### config.mk
export PLATFORM = sky130hd
export DESIGN_NAME = rcm_top
export DESIGN_NICKNAME = d
export VERILOG_FILES = /design/src/rcm_top.v /design/src/rcm_pin_sync.v /design/src/rcm_chan.v
export VERILOG_INCLUDE_DIRS = /design/src
export SDC_FILE = /design/constraint.sdc
export NUM_CORES = 1
export LEC_CHECK = 0
export ABC_AREA = 1
export CAP_MARGIN = 15
export CORE_MARGIN = 3
export CORE_UTILIZATION = 68
export DETAILED_ROUTE_END_ITERATION = 6
export DONT_BUFFER_PORTS = 1
export PLACE_DENSITY_LB_ADDON = 0.12
export SLEW_MARGIN = 0
export SYNTH_ARGS = -nofsm -noshare
export SYNTH_HDL_FRONTEND = slang
export SYNTH_HIERARCHICAL = 1
export SYNTH_SLANG_ARGS = --single-unit
### constraint.sdc
create_clock -name sys_clk -period 3.53 [get_ports sys_clk]
set_input_delay 0.706 -clock sys_clk [delete_from_list [all_inputs] [get_ports sys_clk]]
set_output_delay 0.706 -clock sys_clk [all_outputs]
set_load 0.03 [all_outputs]
### src/rcm_defines.vh
// Constants for the relay channel mode control block
`ifndef RCM_DEFINES_VH
`define RCM_DEFINES_VH

// Register byte offsets on the Avalon-MM slave
`define RCM_ADDR_W          8
`define RCM_OFS_CHAN_ON     8'h00
`define RCM_OFS_IN_MODE     8'h04
`define RCM_OFS_IN_SEL      8'h08
`define RCM_OFS_MODE_STAT   8'h0c
`define RCM_OFS_IRQ_STAT    8'h10
`define RCM_OFS_IRQ_EN      8'h14
`define RCM_OFS_IRQ_CLR     8'h18

// Reset values
`define RCM_RST_CHAN_ON     8'h00
`define RCM_RST_IN_MODE     8'h00
`define RCM_RST_IN_SEL      16'h0000
`define RCM_RST_IRQ_EN      3'h0

// Mode codes, also reported in the mode status register
`define RCM_MODE_IDLE       2'h0
`define RCM_MODE_STANDBY    2'h1
`define RCM_MODE_FAILSAFE   2'h2

// Field positions
`define RCM_STAT_MODE_LSB   0
`define RCM_STAT_OUT_LSB    8
`define RCM_STAT_PINS_LSB   16
`define RCM_STAT_FSPIN_BIT  20
`define RCM_STAT_RSTPIN_BIT 21
`define RCM_TER_BIT         31

// Interrupt event bits
`define RCM_IRQ_W           3
`define RCM_IRQ_FS_ENTER    0
`define RCM_IRQ_FS_LEAVE    1
`define RCM_IRQ_STANDBY     2

`endif

### src/rcm_top.v
// Mode and channel control of an eight-channel relay driver
//
// Notes on behaviour
// Power-on reset restores every register default and enters idle mode.
// Reset pin low holds registers at default and quiets activity.
// Fail-safe pin high enters direct-drive mode and clears registers.
// In fail-safe, input pins one to four drive outputs one to four.
// In fail-safe, outputs five to eight stay off.
// In fail-safe, bus traffic is ignored; writes change nothing.
// Fail-safe pin beats reset pin; standby wakes into fail-safe.
// Leaving fail-safe resets registers, then standby or idle per reset pin.
// First transfer after fail-safe ends returns the transmission error flag; here only a read returns it, writes leave it set.
// Per-channel select field picks which input pin controls the channel.
// In pin mode, selected pin high turns channel on, low off.
// Floating input pins count as low and switch channels off.
// Outside pin mode, the on/off bit drives the channel.
// Fail-safe pin falling ends the mode; reset pin chooses next mode.
// Idle keeps all outputs off until commanded or pin-driven.
//
// Local design decisions: the address map and register access over Avalon-MM.
`timescale 1ns/1ps
`default_nettype none
`include "rcm_defines.vh"

module rcm_top (
   input  wire        sys_clk,
   input  wire        rstn,
   input  wire        fail_safe_drive_pin,
   input  wire        reset_pin_n,
   input  wire        direct_input_1,
   input  wire        direct_input_2,
   input  wire        direct_input_3,
   input  wire        direct_input_4,
   input  wire [7:0]  avs_address,
   input  wire        avs_read,
   input  wire        avs_write,
   input  wire [31:0] avs_writedata,
   input  wire [3:0]  avs_byteenable,
   output wire [31:0] avs_readdata,
   output wire        avs_waitrequest,
   output wire        irq,
   output wire        channel_output_1,
   output wire        channel_output_2,
   output wire        channel_output_3,
   output wire        channel_output_4,
   output wire        channel_output_5,
   output wire        channel_output_6,
   output wire        channel_output_7,
   output wire        channel_output_8
);

   localparam [1:0] MODE_IDLE     = `RCM_MODE_IDLE;
   localparam [1:0] MODE_STANDBY  = `RCM_MODE_STANDBY;
   localparam [1:0] MODE_FAILSAFE = `RCM_MODE_FAILSAFE;

   wire [3:0]  pin_lvl;
   wire        fs_lvl;
   wire        rst_pin_lvl;
   wire [7:0]  drive_d;

   reg  [1:0]  mode_q;
   reg  [1:0]  mode_d;
   reg  [7:0]  chan_on_q;
   reg  [7:0]  in_mode_q;
   reg  [15:0] in_sel_q;
   reg  [7:0]  out_q;
   reg         ter_q;
   reg         ack_q;
   reg  [31:0] rdata_q;
   reg  [31:0] rdata_d;
   reg  [`RCM_IRQ_W-1:0] irq_stat_q;
   reg  [`RCM_IRQ_W-1:0] irq_en_q;

   wire [3:0] pin_raw;
   assign pin_raw = {direct_input_4, direct_input_3, direct_input_2, direct_input_1};

   // Pins reset low, so a floating or pulled-down input reads as off
   genvar gi;
   generate
      for (gi = 0; gi < 4; gi = gi + 1) begin : g_in_sync
         rcm_pin_sync #(
            .RESET_VAL (1'b0)
         ) u_sync (
            .sys_clk (sys_clk),
            .rstn    (rstn),
            .pin_in  (pin_raw[gi]),
            .level   (pin_lvl[gi])
         );
      end
   endgenerate

   rcm_pin_sync #(
      .RESET_VAL (1'b0)
   ) u_fs_sync (
      .sys_clk (sys_clk),
      .rstn    (rstn),
      .pin_in  (fail_safe_drive_pin),
      .level   (fs_lvl)
   );

   // Reset pin starts released so power-on lands in idle, not standby
   rcm_pin_sync #(
      .RESET_VAL (1'b1)
   ) u_rst_sync (
      .sys_clk (sys_clk),
      .rstn    (rstn),
      .pin_in  (reset_pin_n),
      .level   (rst_pin_lvl)
   );

   // Mode selection
   wire fs_leave;
   assign fs_leave = (mode_q == MODE_FAILSAFE) && !fs_lvl;

   always @* begin
      mode_d = mode_q;
      if (fs_lvl) begin
         mode_d = MODE_FAILSAFE;
      end else begin
         case (mode_q)
            MODE_FAILSAFE: begin
               // Falling fail-safe level ends the mode in this cycle
               if (!rst_pin_lvl) begin
                  mode_d = MODE_STANDBY;
               end else begin
                  mode_d = MODE_IDLE;
               end
            end
            MODE_IDLE: begin
               if (!rst_pin_lvl) begin
                  mode_d = MODE_STANDBY;
               end
            end
            MODE_STANDBY: begin
               if (rst_pin_lvl) begin
                  mode_d = MODE_IDLE;
               end
            end
            default: begin
               mode_d = MODE_IDLE;
            end
         endcase
      end
   end

   always @(posedge sys_clk or negedge rstn) begin
      if (!rstn) begin
         mode_q <= MODE_IDLE;
      end else begin
         mode_q <= mode_d;
      end
   end

   // Register clearing and write acceptance
   // IRQ enable stays out of the clear so the mask survives standby
   wire regs_clear;
   assign regs_clear = fs_lvl || (mode_q == MODE_FAILSAFE) || !rst_pin_lvl;

   wire bus_req;
   wire bus_done;
   wire rd_done;
   wire wr_ok;
   assign bus_req  = avs_read || avs_write;
   assign bus_done = bus_req && ack_q;
   assign rd_done  = bus_done && avs_read;
   // Any write while not in idle mode is dropped, including the irq registers
   assign wr_ok    = avs_write && ack_q && (mode_q == MODE_IDLE) && !regs_clear;

   wire sel_chan_on;
   wire sel_in_mode;
   wire sel_in_sel;
   wire sel_stat;
   wire sel_irq_stat;
   wire sel_irq_en;
   wire sel_irq_clr;
   assign sel_chan_on  = (avs_address == `RCM_OFS_CHAN_ON);
   assign sel_in_mode  = (avs_address == `RCM_OFS_IN_MODE);
   assign sel_in_sel   = (avs_address == `RCM_OFS_IN_SEL);
   assign sel_stat     = (avs_address == `RCM_OFS_MODE_STAT);
   assign sel_irq_stat = (avs_address == `RCM_OFS_IRQ_STAT);
   assign sel_irq_en   = (avs_address == `RCM_OFS_IRQ_EN);
   assign sel_irq_clr  = (avs_address == `RCM_OFS_IRQ_CLR);

   // Per-register write strobes; every one passes the mode gate in wr_ok
   wire we_chan_on;
   wire we_in_mode;
   wire we_in_sel_lo;
   wire we_in_sel_hi;
   wire we_irq_en;
   wire we_irq_clr;
   assign we_chan_on   = wr_ok && sel_chan_on && avs_byteenable[0];
   assign we_in_mode   = wr_ok && sel_in_mode && avs_byteenable[0];
   assign we_in_sel_lo = wr_ok && sel_in_sel && avs_byteenable[0];
   assign we_in_sel_hi = wr_ok && sel_in_sel && avs_byteenable[1];
   assign we_irq_en    = wr_ok && sel_irq_en && avs_byteenable[0];
   assign we_irq_clr   = wr_ok && sel_irq_clr && avs_byteenable[0];

   always @(posedge sys_clk or negedge rstn) begin
      if (!rstn) begin
         chan_on_q <= `RCM_RST_CHAN_ON;
         in_mode_q <= `RCM_RST_IN_MODE;
         in_sel_q  <= `RCM_RST_IN_SEL;
      end else if (regs_clear) begin
         chan_on_q <= `RCM_RST_CHAN_ON;
         in_mode_q <= `RCM_RST_IN_MODE;
         in_sel_q  <= `RCM_RST_IN_SEL;
      end else if (wr_ok) begin
         if (we_chan_on) begin
            chan_on_q <= avs_writedata[7:0];
         end
         if (we_in_mode) begin
            in_mode_q <= avs_writedata[7:0];
         end
         if (we_in_sel_lo) begin
            in_sel_q[7:0] <= avs_writedata[7:0];
         end
         if (we_in_sel_hi) begin
            in_sel_q[15:8] <= avs_writedata[15:8];
         end
      end
   end

   // Channel drive
   // Taken from mode_d so the outputs switch on the same edge as the mode
   wire in_fs;
   assign in_fs = (mode_d == MODE_FAILSAFE);

   generate
      for (gi = 0; gi < 8; gi = gi + 1) begin : g_chan
         rcm_chan #(
            .CH (gi)
         ) u_chan (
            .fail_safe (in_fs),
            .on_bit    (chan_on_q[gi]),
            .pin_mode  (in_mode_q[gi]),
            .pin_sel   (in_sel_q[2*gi+1:2*gi]),
            .pins      (pin_lvl),
            .drive     (drive_d[gi])
         );
      end
   endgenerate

   // Standby and the exit cycle from fail-safe force every channel off
   // A stale serial pattern never shows for a cycle after leaving fail-safe
   always @(posedge sys_clk or negedge rstn) begin
      if (!rstn) begin
         out_q <= 8'h00;
      end else if (in_fs) begin
         out_q <= drive_d;
      end else if ((mode_d != MODE_IDLE) || fs_leave) begin
         out_q <= 8'h00;
      end else begin
         out_q <= drive_d;
      end
   end

   assign channel_output_1 = out_q[0];
   assign channel_output_2 = out_q[1];
   assign channel_output_3 = out_q[2];
   assign channel_output_4 = out_q[3];
   assign channel_output_5 = out_q[4];
   assign channel_output_6 = out_q[5];
   assign channel_output_7 = out_q[6];
   assign channel_output_8 = out_q[7];

   // Transmission error flag: only a read that carried it consumes it, so a
   // flag raised while a read is in flight waits for the next read
   wire ter_take;
   assign ter_take = rd_done && rdata_q[`RCM_TER_BIT];

   always @(posedge sys_clk or negedge rstn) begin
      if (!rstn) begin
         ter_q <= 1'b0;
      end else if (fs_leave) begin
         ter_q <= 1'b1;
      end else if (ter_take) begin
         ter_q <= 1'b0;
      end
   end

   // Interrupt status, set wins over clear
   // Events come from mode changes, so a held pin raises each flag once
   wire [`RCM_IRQ_W-1:0] irq_evt;
   wire [`RCM_IRQ_W-1:0] irq_clr;
   assign irq_evt[`RCM_IRQ_FS_ENTER] = (mode_d == MODE_FAILSAFE) && (mode_q != MODE_FAILSAFE);
   assign irq_evt[`RCM_IRQ_FS_LEAVE] = fs_leave;
   assign irq_evt[`RCM_IRQ_STANDBY]  = (mode_d == MODE_STANDBY) && (mode_q != MODE_STANDBY);
   assign irq_clr = we_irq_clr ? avs_writedata[`RCM_IRQ_W-1:0] : {`RCM_IRQ_W{1'b0}};

   always @(posedge sys_clk or negedge rstn) begin
      if (!rstn) begin
         irq_stat_q <= {`RCM_IRQ_W{1'b0}};
         irq_en_q   <= `RCM_RST_IRQ_EN;
      end else begin
         irq_stat_q <= (irq_stat_q & ~irq_clr) | irq_evt;
         if (we_irq_en) begin
            irq_en_q <= avs_writedata[`RCM_IRQ_W-1:0];
         end
      end
   end

   assign irq = |(irq_stat_q & irq_en_q);

   // Read mux, captured during the wait cycle
   // The flag rides on every address so any first read reports it
   always @* begin
      rdata_d = 32'h00000000;
      if (sel_chan_on) begin
         rdata_d[7:0] = chan_on_q;
      end else if (sel_in_mode) begin
         rdata_d[7:0] = in_mode_q;
      end else if (sel_in_sel) begin
         rdata_d[15:0] = in_sel_q;
      end else if (sel_stat) begin
         rdata_d[`RCM_STAT_MODE_LSB+1:`RCM_STAT_MODE_LSB] = mode_q;
         rdata_d[`RCM_STAT_OUT_LSB+7:`RCM_STAT_OUT_LSB]   = out_q;
         rdata_d[`RCM_STAT_PINS_LSB+3:`RCM_STAT_PINS_LSB] = pin_lvl;
         rdata_d[`RCM_STAT_FSPIN_BIT]  = fs_lvl;
         rdata_d[`RCM_STAT_RSTPIN_BIT] = rst_pin_lvl;
      end else if (sel_irq_stat) begin
         rdata_d[`RCM_IRQ_W-1:0] = irq_stat_q;
      end else if (sel_irq_en) begin
         rdata_d[`RCM_IRQ_W-1:0] = irq_en_q;
      end
      rdata_d[`RCM_TER_BIT] = ter_q;
   end

   // One wait cycle per transfer keeps the read path registered
   always @(posedge sys_clk or negedge rstn) begin
      if (!rstn) begin
         ack_q   <= 1'b0;
         rdata_q <= 32'h00000000;
      end else begin
         ack_q <= bus_req && !ack_q;
         if (avs_read && !ack_q) begin
            rdata_q <= rdata_d;
         end
      end
   end

   assign avs_waitrequest = bus_req && !ack_q;
   assign avs_readdata    = rdata_q;

endmodule // rcm_top

`default_nettype wire

### src/rcm_pin_sync.v
// Three-stage pin synchroniser with agreement filter
`timescale 1ns/1ps
`default_nettype none

module rcm_pin_sync #(
   parameter RESET_VAL = 1'b0
) (
   input  wire sys_clk,
   input  wire rstn,
   input  wire pin_in,
   output wire level
);

   reg s1_q;
   reg s2_q;
   reg s3_q;
   reg level_q;

   // The output follows only once the second and third stages agree
   always @(posedge sys_clk or negedge rstn) begin
      if (!rstn) begin
         s1_q    <= RESET_VAL;
         s2_q    <= RESET_VAL;
         s3_q    <= RESET_VAL;
         level_q <= RESET_VAL;
      end else begin
         s1_q <= pin_in;
         s2_q <= s1_q;
         s3_q <= s2_q;
         if (s2_q == s3_q) begin
            level_q <= s3_q;
         end
      end
   end

   assign level = level_q;

endmodule // rcm_pin_sync

`default_nettype wire

### src/rcm_chan.v
// Next output level of one relay channel
`timescale 1ns/1ps
`default_nettype none

module rcm_chan #(
   parameter CH = 0
) (
   input  wire       fail_safe,
   input  wire       on_bit,
   input  wire       pin_mode,
   input  wire [1:0] pin_sel,
   input  wire [3:0] pins,
   output reg        drive
);

   always @* begin
      drive = 1'b0;
      if (fail_safe) begin
         // Only channels one to four follow their own pin
         if (CH < 4) begin
            drive = pins[CH % 4];
         end else begin
            drive = 1'b0;
         end
      end else if (pin_mode) begin
         drive = pins[pin_sel];
      end else begin
         drive = on_bit;
      end
   end

endmodule // rcm_chan

`default_nettype wire

== After elaboration in Yosys (flattened, before gate mapping) ==
Cells that the tools add are included.
Word-level totals
  output and inout bits: 42
  word-level logic and storage cells: 174
  bits in registers: 97
Operators by class
  bitwise logic cells: 4
  magnitude comparators: 8
  mux-type cells: 65
  eq/ne operators: 18
  reductions and logical operators: 44
Operators with widths (count)
  $mux W8: 13
  $mux W14: 3
  $mux W16: 2
  $mux W1: 28
  $eq A8 B5 Y1 const B: 3
  $lt A2 B3 Y1 const B: 8
  $logic_and A1 B1 Y1: 22
  $bmux W1 S2: 8
  $eq A8 B4 Y1 const B: 2
  $reduce_bool A2 Y1: 7
  $mux W3: 4
  $eq A8 B3 Y1 const B: 1
  $logic_not A8 Y1: 1
  $mux W2: 4
  $reduce_and A2 Y1: 4
  $and A3 B3 Y3: 2
  $eq A1 B1 Y1: 6
  $mux W6: 1
  $pmux W2 S3: 1
  $mux W5: 1
  $eq A2 B1 Y1 const B: 2
  $eq A2 B2 Y1 const B: 2
  $logic_not A1 Y1: 4
  $logic_or A1 B1 Y1: 4
  other kinds (6): 6

== Depth between registers and ports, before layout ==
  word-level depth: 11
  mapped depth: 10
  mapped depth without buffers: 9

== Cells and area by module ==
Netlist, hierarchy kept.
By module, submodules not included
  rcm_top: cells an instance 401, area an instance 3477.1 um2, times used 1
  rcm_pin_sync at g_in_sync[0].u_sync ...: cells an instance 8, area an instance 116.4 um2, times used 5
  rcm_chan at g_chan[0].u_chan ...: cells an instance 15, area an instance 58.8 um2, times used 4
  rcm_chan at g_chan[4].u_chan ...: cells an instance 11, area an instance 52.6 um2, times used 4
  rcm_pin_sync at u_rst_sync: cells an instance 8, area an instance 121.4 um2, times used 1

== Worst setup path before layout ==
OpenSTA, ideal clock, no wires.
  path type: input-to-output
  start: in avs_write
  end: out avs_waitrequest
  buffers on the path: 0
  required time: 2824 ps
  arrival time: 1158 ps
  slack: 1666 ps
  stages on the path: 2
  path through: nor2_1 nor2_1
Between the ends
  cells in the longest elaborated chain, start to end: 2
Ends and longest elaborated chain
  from (decl): RTL line rcm_top.v:36  | input wire avs_write,
  $logic_or A1 B1 Y1: RTL line rcm_top.v:163  | assign bus_req = avs_read || avs_write;
  $logic_and A1 B1 Y1: RTL line rcm_top.v:341  | assign avs_waitrequest = bus_req && !ack_q;
  to (decl): RTL line rcm_top.v:40  | output wire avs_waitrequest,
Every way passes these cells.

== Worst setup path in the final report ==
  start: reg u_fs_sync.level_q, in the netlist u_fs_sync/level
  end: reg irq_en_q[0]
Between the ends
  cells in the longest elaborated chain, start to end: 6
Ends and longest elaborated chain
  from (decl): RTL line rcm_pin_sync.v:17  | reg level_q;
  from (signal assigned): RTL line rcm_pin_sync.v:31  | level_q <= s3_q;
  $logic_or A1 B1 Y1 (2 in series): RTL line rcm_top.v:157  | assign regs_clear = fs_lvl || (mode_q == MODE_FAILSAFE) || !rst_pin_lvl;
  $logic_not A1 Y1: RTL line rcm_top.v:167  | assign wr_ok = avs_write && ack_q && (mode_q == MODE_IDLE) && !regs_clear;
  $logic_and A1 B1 Y1: RTL line rcm_top.v:167
  $logic_and A1 B1 Y1 (2 in series): RTL line rcm_top.v:195  | assign we_irq_en = wr_ok && sel_irq_en && avs_byteenable[0];
  to (signal assigned): RTL line rcm_top.v:293  | irq_en_q <= `RCM_RST_IRQ_EN;
  to (signal assigned): RTL line rcm_top.v:297  | irq_en_q <= avs_writedata[`RCM_IRQ_W-1:0];
  to (decl): RTL line rcm_top.v:72  | reg [`RCM_IRQ_W-1:0] irq_en_q;
Every way passes these cells.
A chain may end at the register's enable or synchronous reset.

==> run summary <==
run status: finished clean
row count: 29
CP max FO: 42
# nets final: 605
Yosys reg bits: 97
clk buf depth: 2
port bufs: 0
Rel. slew slack: 46.6%
Core Area: 6460 um^2
Seq/Total Area, Yosys: 52.6%
CP Launch Point: u_fs_sync/level$_DFFE_PN0N_
setup TNS: 0 ps
antenna violations before repair: 0
routed length per instance: 16.3 um
synthesis-to-layout area growth: 3.62%
Die Span Y: 88.5 um
FF-to-FF setup slack: 1250 ps
Syn Area/Cell: 8.36 um^2
Leakage Power: 2.26 nW
Starting Density: 71.6%
Setup crit end: irq_en_q[0]$_DFFE_PN0P_
Reg-to-Reg End: irq_en_q[0]$_DFFE_PN0P_
Total Routed Length: 10300 um
overall routing resource usage: 27.7%
Critical-path top delay cell: dfrtp_1
later-pin clock latency in the skew report: 370 ps
postcts setup bufs: 0
PwrDens: 454 nW/um^2
max-slew violations: 0
Ys Warns: 6
ant diodes: 0
crit start category: flip-flop
Post-Layout Cell Count: 633
CTS HTree Levels: 3
most frequent CP cell: nand3_1
Hold-fix buffers, CTS: 0
Max Cap Violations: 0
grt ovf: 0
period utilisation layout: 64.6%
root buf cell: clkbuf_8
die width: 88.5 um
num ports: 96
First-pass DRT Iterations: 5
Final WS setup: 1250 ps
hpwl dp: 6970 um
Tmin final: 2280 ps
Post-Syn Area: 4630 um^2
worst-margin pin slew: 799 ps
r2r startpoint: u_fs_sync/level$_DFFE_PN0N_
hold slack final: 27.3 ps
CTS clk-pin slew, worst paths: 90 ps
Worst EP required: 3770 ps
gp weighted congestion: 0.884
nature of the critical path endpoint: flip-flop
clock sink count: 97
placed cell count: 616
worst slack, placed: 1270 ps
Die ar.: 7830 um^2
drt drc: 0
Initial DRC Count: 306
CP cell instances: inv_1 > nand3_1 > inv_2 > nand3_1 > nand2_1 > o21ai_0
TritonCTS buffer count: 9
pin count of the biggest net entering global routing: 98
Crit Path Category: flip-flop to flip-flop
vias in the first global route: 3421
Worst VDD drop: 0.311 mV
Design Power: 0.00218 W
Worst Path Arrival: 2520 ps
Setup-failing EPs final: 0
class of the worst hold path: input port to asynchronous set/reset pin
R2R cell count: 6
RSZ-0062 raised after global routing: no
Fin. Hold Viols: 0
share of cells above drive strength 1: 10.3%
Synth Instances: 553
first-pass GRT wire length: 16500 um
highest clock rate: 439 MHz
CTS tree: built
antenna viol nets, final: 0
routed vias: 3688
post-CTS sizing: 0
skew final: 14.7 ps
Distinct cells, synth: 31
CP max stage delay: 620 ps
routed vias/inst: 5.83
[layer usage]
metal / GRT usage, % / wire length (um) / vias up / share of wire, %
li1: - / - / 1753 / -
met1: 38.4 / 4480 / 1750 / 43
met2: 43.1 / 4870 / 172 / 47
met3: 6.42 / 840 / 13 / 8.1
met4: 10.2 / 150 / 0 / 1.5
met5: 0 / 0 / - / 0
[logic make-up after synthesis]
| logic type | Yosys count | synth area share [%] |
|---|---|---|
| compound gates | 86 | 10.7 |
| buf+inv | 91 | 9.41 |
| flops | 97 | 52.6 |
| other cells | 1 | 0.0811 |
| simple gates | 278 | 27.2 |
[power breakdown]
| group | leakage (nW) | switching [W] | internal, W |
|---|---|---|---|
| clock | 0.0929 | 0.000381 | 0.000330 |
| combinational | 0.911 | 0.000144 | 0.0000569 |
| sequential | 1.26 | 0.000103 | 0.00116 |
| total | 2.26 | 0.000627 | 0.00155 |
[worst max-delay path, delay by kind of cell, from the launching register on]
kind	cells	cell delay (ps)
simple gates	3	620
buf+inv	2	810
flops	1	620
compound gates	1	100
[Yosys cell counts]
library cell | count | share of area [%]
inv_2 | 3 | 0.24
nor2_2 | 2 | 0.27
clkinv_1 | 1 | 0.081
buf_2 | 4 | 0.43
inv_1 | 62 | 5.0
nor2_4 | 5 | 1.2
nand4_1 | 2 | 0.27
conb_1 | 1 | 0.081
inv_6 | 1 | 0.19
a21oi_1 | 16 | 1.7
nand2_2 | 2 | 0.27
buf_4 | 12 | 1.9
nand4_2 | 1 | 0.27
nand3_4 | 1 | 0.38
clkbuf_1 | 4 | 0.32
o21ai_2 | 9 | 1.7
and3_2 | 1 | 0.16
nand2_4 | 4 | 0.97
o21ai_0 | 40 | 4.3
dfrtp_1 | 93 | 50
buf_6 | 3 | 0.73
o21ai_1 | 8 | 0.87
dfstp_2 | 4 | 2.3
o21bai_1 | 4 | 0.65
a31oi_1 | 5 | 0.68
nor2_1 | 41 | 3.3
nand3_2 | 3 | 0.65
nand2_1 | 146 | 12
a21oi_2 | 4 | 0.76
buf_12 | 1 | 0.43
nand3_1 | 70 | 7.6
[sequential cells by signal (all words and copies together), names as in the netlist, 2 cells and up]
signal,count
avs_readdata,23
chan_on_q,8
g_in_sync.u_sync/level,4
g_in_sync.u_sync/s1_q,4
g_in_sync.u_sync/s2_q,4
g_in_sync.u_sync/s3_q,4
in_mode_q,8
in_sel_q,16
irq_en_q,3
irq_stat_q,3
mode_q,2
out_q,8
[cell usage in the layout, fill, tap and decap left out, drive strengths merged, types with 5 or more instances in the layout]
master,synthesis,final
a21oi,20,20
a31oi,5,5
clkbuf,4,10
conb,1,9
dfrtp,93,93
inv,66,67
nand2,152,152
nand3,74,74
nor2,48,48
o21ai,57,57
[worst min-delay path by stage]
| stage | end | slack [ps] | start | cells after the start |
|---|---|---|---|---|
| after global placement | g_in_sync[0].u_sync/s2_q$_DFF_PN0_ | 330 | g_in_sync[0].u_sync/s1_q$_DFF_PN0_ | 0 |
| after CTS | avs_readdata[15]$_DFFE_PN0P_ | 10 | rstn | 0 |
| after detailed placement | g_in_sync[0].u_sync/s2_q$_DFF_PN0_ | 340 | g_in_sync[0].u_sync/s1_q$_DFF_PN0_ | 0 |
| after global routing | chan_on_q[5]$_DFFE_PN0P_ | 2 | rstn | 0 |
| final | avs_readdata[21]$_DFFE_PN0P_ | 30 | rstn | 0 |
| after floorplan | g_in_sync[0].u_sync/s2_q$_DFF_PN0_ | 330 | g_in_sync[0].u_sync/s1_q$_DFF_PN0_ | 0 |
[through the flow]
step	util [%]	cell area (um^2)
floorplan	-	4660
detailed placement	71.0	4590
global placement	71.0	4590
CTS	74.1	4780
finish	74.2	4790
global route	74.2	4790
[layout make-up]
cell class	instances	area, um^2
fillers	493	1670
repair buffers	3	25.0
well taps	77	96.3
clock inverters	6	67.6
flip-flops and latches	97	2430
inverters	67	256
clock buffers	10	128
multi-input cells	373	1790
(Power assumes the default switching activity.)
